### src/gpio_pkg.sv
/*
 * Constants of the multipurpose pin control block: register offsets, field
 * positions, function codes, operating mode codes and reset values.
 * Assumes a 32-bit APB register port with one aligned word per register.
 */
package gpio_pkg;
    // Register byte offsets.
    localparam logic [7:0] OFF_CTRL   = 8'h00;  // Function, lock, test bit, measure enable.
    localparam logic [7:0] OFF_PWM    = 8'h04;  // Duty and frequency select.
    localparam logic [7:0] OFF_TIMER  = 8'h08;  // Cyclic sense on-time setting.
    localparam logic [7:0] OFF_PULL   = 8'h0c;  // Wake pull structures.
    localparam logic [7:0] OFF_STATUS = 8'h10;  // Flags, write one to clear.
    // Control register fields.
    localparam int FUNC_LSB  = 0;               // Three-bit function code.
    localparam int LOCK_BIT  = 3;               // Configuration lock.
    localparam int TEST_BIT  = 4;               // Fail output test bit.
    localparam int MEAS_BIT  = 5;               // Voltage measure enable.
    // PWM register fields.
    localparam int FREQ_BIT  = 8;               // Frequency select above the duty field.
    // Status register fields.
    localparam int OL_BIT    = 0;               // Open load flag.
    localparam int OC_BIT    = 1;               // Overcurrent flag.
    localparam int WAKE_BIT  = 2;               // Pin wake event flag.
    localparam int FAIL_BIT  = 3;               // Failure flag.
    localparam int CMDF_BIT  = 4;               // Serial command failure flag.
    localparam int LVL_BIT   = 5;               // Pin level status, read only.
    // Function codes.
    localparam logic [2:0] FN_FO    = 3'h0;     // Fail output, default.
    localparam logic [2:0] FN_FOMAX = 3'h2;     // Highest fail output code.
    localparam logic [2:0] FN_CS    = 3'h3;     // High side with cyclic sense.
    localparam logic [2:0] FN_OFF   = 3'h4;     // Off.
    localparam logic [2:0] FN_WAKE  = 3'h5;     // Wake input.
    localparam logic [2:0] FN_LS    = 3'h6;     // Low side with PWM.
    localparam logic [2:0] FN_HS    = 3'h7;     // High side with PWM.
    // Operating modes presented by the mode controller.
    localparam logic [2:0] MD_NORMAL   = 3'h0;
    localparam logic [2:0] MD_STOP     = 3'h1;
    localparam logic [2:0] MD_SLEEP    = 3'h2;
    localparam logic [2:0] MD_RESTART  = 3'h3;
    localparam logic [2:0] MD_FAILSAFE = 3'h4;
    // Reset values.
    localparam logic [3:0] TIMER_RST = 4'h0;    // Timer stopped.
    localparam logic [1:0] PULL_RST  = 2'h0;    // No pull structure.
    localparam logic       REF_RST   = 1'b0;    // Stored wake reference is low.
endpackage : gpio_pkg

### src/gpio_ctrl.sv
/*
 * Multipurpose high-voltage pin controller: function select, switch drive,
 * diagnosis flags, fail output, wake detection and measurement interlock.
 * Assumes filtered comparator inputs, an external PWM phase and timer on-time,
 * and a mode controller that presents the current operating mode.
 */
`timescale 1ns/1ns
module gpio_ctrl #(
    parameter int DUTY_W = 8                    // Width of the PWM duty setting.
) (
    input  wire logic              pclk,        // Bus and block clock.
    input  wire logic              presetn,     // Asynchronous reset, active low.
    input  wire logic              psel,        // APB select.
    input  wire logic              penable,     // APB access phase.
    input  wire logic              pwrite,      // APB direction.
    input  wire logic [7:0]        paddr,       // APB byte address.
    input  wire logic [31:0]       pwdata,      // APB write data.
    output logic [31:0]            prdata,      // APB read data.
    output logic                   pready,      // APB ready.
    output logic                   pslverr,     // APB error on unmapped address.
    input  wire logic [2:0]        sbc_mode,    // Current operating mode.
    input  wire logic              soft_reset,  // Soft reset command pulse.
    input  wire logic              failure_event, // Failure trigger pulse.
    input  wire logic              failure_present, // Failure condition level.
    input  wire logic              pwm_phase,   // PWM generator on phase.
    input  wire logic              timer_on,    // Cyclic sense on-time level.
    input  wire logic              timer_start, // Timer started through on-time.
    input  wire logic              oc_detect,   // Filtered overcurrent.
    input  wire logic              ol_detect,   // Filtered open load.
    input  wire logic              pin_level,   // Filtered pin level.
    input  wire logic              sleep_request, // Sleep entry request pulse.
    input  wire logic              wake_only_source, // Pin wake is the only source.
    output logic                   fail_output_pin_o, // Fail output drive level.
    output logic                   fail_output_pin_oe, // Fail output drive enable.
    output logic                   low_side_switch, // Low side switch gate.
    output logic                   high_side_switch, // High side switch gate.
    output logic [1:0]             wake_pull,   // Effective pull structures.
    output logic                   wake_request, // Qualified wake pulse.
    output logic                   learning_start, // Learning cycle start pulse.
    output logic                   restart_request, // Refused sleep, go to restart.
    output logic [DUTY_W-1:0]      pwm_duty,    // Duty setting to the generator.
    output logic                   pwm_frequency_select, // Frequency select.
    output logic [3:0]             timer_on_time // Timer on-time setting.
);
    if (DUTY_W < 2 || DUTY_W > 8) begin : g_duty_w_check
        $error("DUTY_W must be 2 to 8 so the duty field stays below the frequency bit.");
    end

    ////////////////////////////////////////////////////////////////////////////
    // Decode helpers.

    // True for any fail output code.
    function automatic logic is_fo(input logic [2:0] c);
        is_fo = (c <= gpio_pkg::FN_FOMAX);
    endfunction : is_fo

    // True for any switch code, cyclic sense included.
    function automatic logic is_sw(input logic [2:0] c);
        is_sw = (c == gpio_pkg::FN_CS) || (c == gpio_pkg::FN_LS) || (c == gpio_pkg::FN_HS);
    endfunction : is_sw

    logic [2:0]        func;                    // Function code.
    logic              cfg_lock;                // Configuration lock.
    logic              test_bit;                // Fail output test bit.
    logic              meas;                    // Voltage measure enable.
    logic [1:0]        pull_reg;                // Stored pull setting.
    logic              ol_flag;                 // Open load flag.
    logic              oc_flag;                 // Overcurrent flag.
    logic              wake_flag;               // Pin wake event flag.
    logic              fail_flag;               // Failure flag.
    logic              cmd_fail;                // Serial command failure flag.
    logic              level_stat;              // Pin level status.
    logic              wake_ref;                // Last filtered wake level.
    logic              fo_latch;                // Failure-activated fail output.
    logic [2:0]        prev_mode;               // Mode one cycle ago.
    logic              wr;                      // Write access phase.
    logic [31:0]       clr;                     // Status bits software clears.
    logic              drive_ok;                // Switches allowed in this mode.
    logic              pwm_on;                  // Effective PWM on phase.
    logic              on_time;                 // Switch on-time for diagnosis.
    logic              oc_shut;                 // Overcurrent shutdown event.
    logic              mode_kill;               // Restart or fail-safe entry.
    logic              fn_wr;                   // Software function write request.
    logic              fn_ok;                   // Function write accepted.
    logic              meas_bad;                // Refused measure or function request.

    ////////////////////////////////////////////////////////////////////////////
    // APB slave decode; every access completes in its first access cycle.

    assign pready  = 1'b1;
    assign wr      = psel && penable && pwrite;
    assign clr     = (wr && paddr == gpio_pkg::OFF_STATUS) ? pwdata : 32'h0;
    assign pslverr = psel && penable && !(paddr == gpio_pkg::OFF_CTRL || paddr == gpio_pkg::OFF_PWM ||
                     paddr == gpio_pkg::OFF_TIMER || paddr == gpio_pkg::OFF_PULL ||
                     paddr == gpio_pkg::OFF_STATUS);

    // Read mux; the level status reads as zero outside Normal mode.
    always_comb begin
        prdata = 32'h0;
        case (paddr)
            gpio_pkg::OFF_CTRL: begin
                prdata[gpio_pkg::FUNC_LSB +: 3] = func;
                prdata[gpio_pkg::LOCK_BIT]      = cfg_lock;
                prdata[gpio_pkg::TEST_BIT]      = test_bit;
                prdata[gpio_pkg::MEAS_BIT]      = meas;
            end
            gpio_pkg::OFF_PWM: begin
                prdata[DUTY_W-1:0]              = pwm_duty;
                prdata[gpio_pkg::FREQ_BIT]      = pwm_frequency_select;
            end
            gpio_pkg::OFF_TIMER: prdata[3:0]    = timer_on_time;
            gpio_pkg::OFF_PULL:  prdata[1:0]    = pull_reg;
            gpio_pkg::OFF_STATUS: begin
                prdata[gpio_pkg::OL_BIT]        = ol_flag;
                prdata[gpio_pkg::OC_BIT]        = oc_flag;
                prdata[gpio_pkg::WAKE_BIT]      = wake_flag;
                prdata[gpio_pkg::FAIL_BIT]      = fail_flag;
                prdata[gpio_pkg::CMDF_BIT]      = cmd_fail;
                prdata[gpio_pkg::LVL_BIT]       = level_stat && sbc_mode == gpio_pkg::MD_NORMAL;
            end
            default: prdata = 32'h0;
        endcase
    end

    ////////////////////////////////////////////////////////////////////////////
    // Mode tracking and switch qualification.

    // Remembers the previous mode so entries can be seen.
    always_ff @(posedge pclk or negedge presetn) begin
        if (!presetn) begin
            prev_mode <= gpio_pkg::MD_NORMAL;
        end else begin
            prev_mode <= sbc_mode;
        end
    end

    assign mode_kill = (sbc_mode == gpio_pkg::MD_RESTART || sbc_mode == gpio_pkg::MD_FAILSAFE) &&
                       sbc_mode != prev_mode;
    // Switches run in Normal, Stop and Sleep; battery undervoltage is no term here.
    assign drive_ok  = (sbc_mode <= gpio_pkg::MD_SLEEP) && !meas;
    // Zero duty holds the switch off, full duty holds it on.
    assign pwm_on    = (pwm_duty == '0) ? 1'b0 : (&pwm_duty) ? 1'b1 : pwm_phase;
    assign low_side_switch  = drive_ok && func == gpio_pkg::FN_LS && pwm_on;
    // Only code 011 lets the timer drive the high side.
    assign high_side_switch = drive_ok && ((func == gpio_pkg::FN_HS && pwm_on) ||
                              (func == gpio_pkg::FN_CS && timer_on));
    // Diagnosis looks only at the on-time of an active switch.
    assign on_time   = low_side_switch || high_side_switch;
    assign oc_shut   = on_time && oc_detect;
    assign learning_start = timer_start && func == gpio_pkg::FN_CS;

    ////////////////////////////////////////////////////////////////////////////
    // Configuration register.

    // Function writes need Normal mode, no lock and no measurement.
    assign fn_wr    = wr && paddr == gpio_pkg::OFF_CTRL;
    assign fn_ok    = fn_wr && sbc_mode == gpio_pkg::MD_NORMAL && !cfg_lock && !meas;
    assign meas_bad = fn_wr && ((meas && (pwdata[gpio_pkg::FUNC_LSB +: 3] != func ||
                      pwdata[gpio_pkg::TEST_BIT])) ||
                      (!meas && pwdata[gpio_pkg::MEAS_BIT] && is_fo(func)));

    // Function code: forced shutdown wins over a write and over soft reset.
    always_ff @(posedge pclk or negedge presetn) begin
        if (!presetn) begin
            func <= gpio_pkg::FN_FO;
        end else if (is_sw(func) && (oc_shut || mode_kill)) begin
            func <= gpio_pkg::FN_OFF;
        end else if (soft_reset && !cfg_lock) begin
            func <= gpio_pkg::FN_FO;
        end else if (fn_ok) begin
            func <= pwdata[gpio_pkg::FUNC_LSB +: 3];
        end
    end

    // Lock, test bit and measure enable.
    always_ff @(posedge pclk or negedge presetn) begin
        if (!presetn) begin
            cfg_lock <= 1'b0;
            test_bit <= 1'b0;
            meas     <= 1'b0;
        end else begin
            if (fn_wr) begin
                cfg_lock <= pwdata[gpio_pkg::LOCK_BIT];
            end
            if (sbc_mode == gpio_pkg::MD_RESTART && mode_kill) begin
                test_bit <= 1'b0;
            end else if (fn_wr && !meas) begin
                test_bit <= pwdata[gpio_pkg::TEST_BIT];
            end
            if (fn_wr && !(pwdata[gpio_pkg::MEAS_BIT] && is_fo(func))) begin
                meas <= pwdata[gpio_pkg::MEAS_BIT];
            end
        end
    end

    // Timer, PWM and pull settings; soft reset restores timer and PWM.
    always_ff @(posedge pclk or negedge presetn) begin
        if (!presetn) begin
            pwm_duty             <= '0;
            pwm_frequency_select <= 1'b0;
            timer_on_time        <= gpio_pkg::TIMER_RST;
            pull_reg             <= gpio_pkg::PULL_RST;
        end else if (soft_reset) begin
            pwm_duty             <= '0;
            pwm_frequency_select <= 1'b0;
            timer_on_time        <= gpio_pkg::TIMER_RST;
        end else if (wr) begin
            if (paddr == gpio_pkg::OFF_PWM) begin
                pwm_duty             <= pwdata[DUTY_W-1:0];
                pwm_frequency_select <= pwdata[gpio_pkg::FREQ_BIT];
            end
            if (paddr == gpio_pkg::OFF_TIMER) begin
                timer_on_time <= pwdata[3:0];
            end
            if (paddr == gpio_pkg::OFF_PULL) begin
                pull_reg <= pwdata[1:0];
            end
        end
    end

    // Pulls are released while measuring.
    assign wake_pull = meas ? 2'b00 : pull_reg;

    ////////////////////////////////////////////////////////////////////////////
    // Diagnosis and command flags; a set in the clear cycle wins.

    always_ff @(posedge pclk or negedge presetn) begin
        if (!presetn) begin
            ol_flag  <= 1'b0;
            oc_flag  <= 1'b0;
            cmd_fail <= 1'b0;
        end else begin
            ol_flag  <= (func == gpio_pkg::FN_HS && high_side_switch && ol_detect) ||
                        (ol_flag && !clr[gpio_pkg::OL_BIT]);
            oc_flag  <= oc_shut || (oc_flag && !clr[gpio_pkg::OC_BIT]);
            cmd_fail <= meas_bad || (cmd_fail && !clr[gpio_pkg::CMDF_BIT]);
        end
    end

    ////////////////////////////////////////////////////////////////////////////
    // Failure flag and fail output.

    // Failure is always recorded; a refused sleep also records it.
    always_ff @(posedge pclk or negedge presetn) begin
        if (!presetn) begin
            fail_flag <= 1'b0;
            fo_latch  <= 1'b0;
        end else begin
            fail_flag <= failure_event || restart_request || failure_present ||
                         (fail_flag && !clr[gpio_pkg::FAIL_BIT]);
            if (failure_event && is_fo(func) && !meas) begin
                fo_latch <= 1'b1;
            end else if (!fail_flag) begin
                fo_latch <= 1'b0;
            end
        end
    end

    // Open-drain fail output pulls low only in fail output function.
    assign fail_output_pin_o  = 1'b0;
    assign fail_output_pin_oe = is_fo(func) && !meas && (fo_latch || test_bit);

    ////////////////////////////////////////////////////////////////////////////
    // Wake detection and level status.

    always_ff @(posedge pclk or negedge presetn) begin
        if (!presetn) begin
            wake_ref   <= gpio_pkg::REF_RST;
            wake_flag  <= 1'b0;
            level_stat <= 1'b0;
        end else begin
            if (func == gpio_pkg::FN_WAKE && !meas) begin
                wake_ref <= pin_level;
            end
            if (wake_request) begin
                wake_flag <= 1'b1;
            end else if (mode_kill && sbc_mode == gpio_pkg::MD_FAILSAFE) begin
                wake_flag <= 1'b0;
            end else if (clr[gpio_pkg::WAKE_BIT]) begin
                wake_flag <= 1'b0;
            end
            if (!meas && func != gpio_pkg::FN_CS && func != gpio_pkg::FN_OFF && !is_fo(func)) begin
                level_stat <= pin_level;
            end
        end
    end

    // Any difference from the last filtered level is a wake event in any mode.
    assign wake_request    = func == gpio_pkg::FN_WAKE && !meas && pin_level != wake_ref;
    assign restart_request = sleep_request && meas && wake_only_source;
endmodule : gpio_ctrl

### config.mk
export PLATFORM = sky130hd
export DESIGN_NAME = gpio_ctrl
export DESIGN_NICKNAME = d
export VERILOG_FILES = /design/src/gpio_pkg.sv /design/src/gpio_ctrl.sv
export SDC_FILE = /design/constraint.sdc
export NUM_CORES = 1
export LEC_CHECK = 0
export BUFFER_PORTS_ARGS = -buffer_cell sky130_fd_sc_hd__buf_2
export CAP_MARGIN = 10
export CELL_PAD_IN_SITES_DETAIL_PLACEMENT = 0
export CELL_PAD_IN_SITES_GLOBAL_PLACEMENT = 2
export CORE_UTILIZATION = 22
export CTS_CLUSTER_DIAMETER = 80
export CTS_CLUSTER_SIZE = 28
export DETAILED_ROUTE_END_ITERATION = 8
export PLACE_DENSITY = 0.72
export SYNTH_ARGS = -nofsm -noshare
export SYNTH_HDL_FRONTEND = slang
export SYNTH_SLANG_ARGS = --single-unit
export TNS_END_PERCENT = 20
### constraint.sdc
create_clock -name pclk -period 1.6 [get_ports pclk]
set_clock_uncertainty 0.1 [all_clocks]
set_input_delay 0 -clock pclk [delete_from_list [all_inputs] [get_ports pclk]]
set_output_delay 0 -clock pclk [all_outputs]
set_load 0.01 [all_outputs]
# After elaboration in Yosys (flattened, before gate mapping)
# Index checks and enable logic that the tools add are counted.
# word_totals
regBits	32
inputBits	59
out_inout_bits	56
# classes
n_mux	27
reduce_logical	87
bitwise_logic	1
eq_ne	16
order_cmp	2
# ops
op	count
logical AND 1 bit	46
two-way mux 8 bit	3
logical OR 1 bit	19
== test 8 x 4 -> 1 bit, second input constant	2
logical NOT 8 bit	2
== test 3 bit, second input constant	4
two-way mux 1 bit	12
two-way mux 3 bit	4
two-way mux 4 bit	3
one-hot mux 2 bit (5 select lines)	1
logical NOT 1 bit	9
== test 8 x 3 -> 1 bit, second input constant	1
== test 8 x 5 -> 1 bit, second input constant	1
one-hot mux 2 bit (4 select lines)	1
AND reduction 8 bit	1
nonzero test 2 bit	4
== test 3 x 2 -> 1 bit, second input constant	2
<= comparator 3 x 2 -> 1 bit, second input constant	2
!= test 3 bit	2
one-hot mux 2 bit (3 select lines)	1
nonzero test 3 bit	2
two-way mux 5 bit	1
AND reduction 2 bit	2
logical NOT 3 bit	1
7 further kinds	7

# Depth between registers and ports, before layout
# depth
depth_word	11
depth_mapped	6
ltp_nobuf	4

# Least setup slack after synthesis
# Ideal clock, no wire load.
# synth_timing
kind	reg2reg
startpoint	reg pwm_duty[0]
endpoint	reg func[2]
required_time_ns	1.374
setup_ns	0.126
n_path_buf	0
setup_slack_ns	-0.225
arrival_time_ns	1.599
synth_period_minus_slack_ns	1.825
stages_incl_launch_ff	5
cell_sequence	dfrtp_1 or4_4 o211ai_2 o221ai_2 a221o_1
# synth_via
elab_chain_cells	11
# synth_rtl
element	line_no	source
start: declaration	gpio_ctrl.sv:41	output logic [DUTY_W-1:0] pwm_duty,
start signal: assignment	gpio_ctrl.sv:209	pwm_duty <= pwdata[DUTY_W-1:0];
AND reduction 8 bit	gpio_ctrl.sv:142	assign pwm_on = (pwm_duty == '0) ? 1'b0 : (&pwm_duty) ? 1'b1 : pwm_phase;
two-way mux 1 bit	gpio_ctrl.sv:142	
two-way mux 1 bit *	gpio_ctrl.sv:142	
logical AND 1 bit	gpio_ctrl.sv:145	assign high_side_switch = drive_ok && ((func == gpio_pkg::FN_HS && pwm_on) ||
logical OR 1 bit	gpio_ctrl.sv:145	
logical AND 1 bit	gpio_ctrl.sv:145	
logical OR 1 bit *	gpio_ctrl.sv:148	assign on_time = low_side_switch || high_side_switch;
logical AND 1 bit *	gpio_ctrl.sv:149	assign oc_shut = on_time && oc_detect;
logical OR 1 bit *	gpio_ctrl.sv:166	end else if (is_sw(func) && (oc_shut || mode_kill)) begin
logical AND 1 bit *	gpio_ctrl.sv:166	
nonzero test 3 bit (no source line) or two-way mux 3 bit (tied branches)	n/a	
end signal: assignment	gpio_ctrl.sv:165	func <= gpio_pkg::FN_FO;
end signal: assignment	gpio_ctrl.sv:167	func <= gpio_pkg::FN_OFF;
end signal: assignment	gpio_ctrl.sv:169	func <= gpio_pkg::FN_FO;
end: declaration	gpio_ctrl.sv:62	logic [2:0] func;
# Every way passes the cells marked *; elsewhere a longest branch is shown, timed or not.
# A chain may end at the register's enable or synchronous reset.

# Final worst setup path
# layout_timing
startpoint	reg pwm_duty[6]
endpoint	reg func[2]
# Same word-level chain as after synthesis.

==> results.json <==
{
  "status": "finished with violations",
  "failed_checks": "negative setup slack",
  "drt-initial-drc-count": 103,
  "slowest_delay_ns": 0.54,
  "core.rowCount": 35,
  "synth_top_family_by_area": "simple AND/OR/NAND/NOR gates",
  "fin_util_pct": 32.7,
  "area_growth_pct": 43.3,
  "critical_path.max_fanout": 3,
  "final.setup.tns_ns": -1.67,
  "path_buf_inv": 1,
  "total_power_mw": 1.72,
  "critical-path-top-delay-family": "compound AO/OA/AOI/OAI gates",
  "largest_register": "pwm_duty",
  "grt_usage_pct": 14.7,
  "r2r_slack_ns": -0.32,
  "synth.yosys.warnings": 0,
  "die-area_um2": 10000,
  "clock.fmax_ghz": 0.522,
  "synth_top_flop_cell": "dfrtp_1",
  "synthArstFlopShare_pct": 100,
  "grt_antenna_before_repair": 0,
  "r2r_cells": 5,
  "antennaDiodeCount": 0,
  "cts_tree": "done",
  "reg_top3": "pwm_duty: 8 flops, timer_on_time: 4 flops",
  "slowest_stage": "or4_4",
  "avgViaCountPerCell": 4.50,
  "finalCriticalPeriod_ns": 1.92,
  "crit_path_end_kind": "flop",
  "finalWirelength_um": 7050,
  "place_area_um2": 2680,
  "synth-simple-area-share_pct": 24.5,
  "power_density_nw_per_um2": 568,
  "reg2reg_from": "pwm_duty[6]",
  "ys_types": 49,
  "die_height_um": 100,
  "synth_xor_xnor_area_share_pct": 1.65,
  "h-tree-depth": 2,
  "synthMuxAreaShare_pct": 10.3,
  "start_util_pct": 22.8,
  "grt_remaining_overflow": 0,
  "setup_viol": 8,
  "port_buffers": 66,
  "cp.arrival_ns": 1.98,
  "largest_reg_flops": 8,
  "ant_nets": 0,
  "path_cells": "or4_4, o211ai_4, buf_4, o221ai_2, a221o_1",
  "wl_per_cell_um": 15.3,
  "synth_enable_flop_cells": 0,
  "path_clk_slew_ns": 0.08,
  "min_to": "pwm_duty[5]",
  "cts.sinks": 32,
  "core-area_um2": 9280,
  "rsz0062_at_grt": "true",
  "clkLatencyLatePin_ns": 0.29,
  "crit_path_start_kind": "flop",
  "power_leakage_nw": 1.55,
  "ir_drop_uv": 222,
  "place.gp.congestion": 0.821,
  "drive_gt1_share_pct": 40.1,
  "nNetsFinal": 390,
  "grt_max_degree": 33,
  "place_ws_ns": -0.234,
  "stdcell_area_um2": 3040,
  "final_common_cell": "buf_2",
  "cts.path.max_buffers": 2,
  "cts_root_buffer": "clkbuf_8",
  "synth_area_per_cell_um2": 9.54,
  "synthAdderAreaFrac_pct": 0,
  "whs_path_depth": 2,
  "num_vias": 2075,
  "grt_pass1_wl_um": 11100,
  "hp-start": "soft_reset",
  "setup_ws_ns": -0.315,
  "synth_compound_area_share_pct": 14.0,
  "cts_made_buffers": 5,
  "crit_type": "flop to flop",
  "synth_area_um2": 2120,
  "drtPass1Iterations": 4,
  "grt_pass1_vias": 2109,
  "die_w_um": 100,
  "synth-seq-cells": 32,
  "io_pins": 115,
  "slew_viol_final": 0,
  "r2r_end": "func[2]",
  "finalCritPeriodShare_pct": 120,
  "layout_common_cells": "buf_2 (66), dfrtp_1 (32), buf_4 (31), conb_1 (25), nor2_1 (19)",
  "ys_seq_area_share_pct": 37.8,
  "required_ns": 1.67,
  "drv_cap": 0,
  "hold_class": "input port to flop",
  "netlist_instances": 222,
  "drc": 0,
  "hold_viol": 0,
  "dp_hpwl_um": 5400
}
how the worst max path moves through the flow:
stage | startpoint | to | slack [ns] | cells after the start
2_1_floorplan | pwm_duty[4] | func[2] | -0.21 | 4
5_1_grt | pwm_duty[1] | func[2] | -0.38 | 5
4_1_cts | pwm_duty[3] | low_side_switch | -0.32 | 5
3_3_place_gp | pwm_duty[4] | func[2] | -0.20 | 4
3_5_place_dp | pwm_duty[6] | func[2] | -0.23 | 4
6_report | pwm_duty[6] | func[2] | -0.32 | 5
metal layers:
layer	share of wire (%)	vias to the layer above	global-route usage, %
li1	-	976	-
met1	46	1032	19.6
met2	48	61	23.7
met3	5.4	6	3.27
met4	1.0	0	4.57
met5	0	-	0
final cells by class:
class	count	area, um2
sequential	32	801
clock inverter	2	10.0
clock buffer	6	82.6
fill	1021	6250
timing repair buffer	115	743
tap	129	161
inverter	2	7.51
multi-input combinational	175	1230
Yosys cell counts, drive strengths merged, types with 3 or more instances:
master	number	share of area (%)
xor2	4	1.7
and4	4	1.7
a21oi	6	1.4
buf	28	9.6
nor2	19	3.4
mux2	7	3.7
nand4	5	1.5
and2	3	0.89
a32oi	4	1.7
nand2	18	3.2
a22oi	8	2.8
clkbuf	8	1.4
or3b	3	1.2
and3	6	1.8
o21ai	7	1.7
nor2b	4	1.2
nor4	3	2.3
mux2i	14	6.6
nand3	5	1.2
nor3b	6	2.4
dfrtp	32	38
cells by family after synthesis:
group,Yosys count
and+or+nand+nor,87
DFF,32
xor gates and xnor gates,4
AOI/OAI and AO/OA,38
muxes,21
other,2
buffers and inverters,38
power by group:
group | internal, mW | switching [mW] | total (mW)
Clock | 0.343 | 0.313 | 0.656
Combinational | 0.102 | 0.140 | 0.241
Sequential | 0.819 | 0.00593 | 0.825
what timing repair did:
item,in CTS,in global routing
resized for setup,8,6
hold buffers,18,0
hold endpoints to repair,61,0
setup endpoints to repair,11,13
pin swaps,3,0
gates cloned,0,0
buffers inserted,2,0
stage by stage:
stage               hold WS, ns  instances
finish                  0.00656        461
global route             0.0213        461
CTS                    0.000673        461
detailed placement      -0.0364        433
global placement        -0.0452        433
floorplan                -0.396        245
No activity file was read; power rests on OpenSTA's default activity.
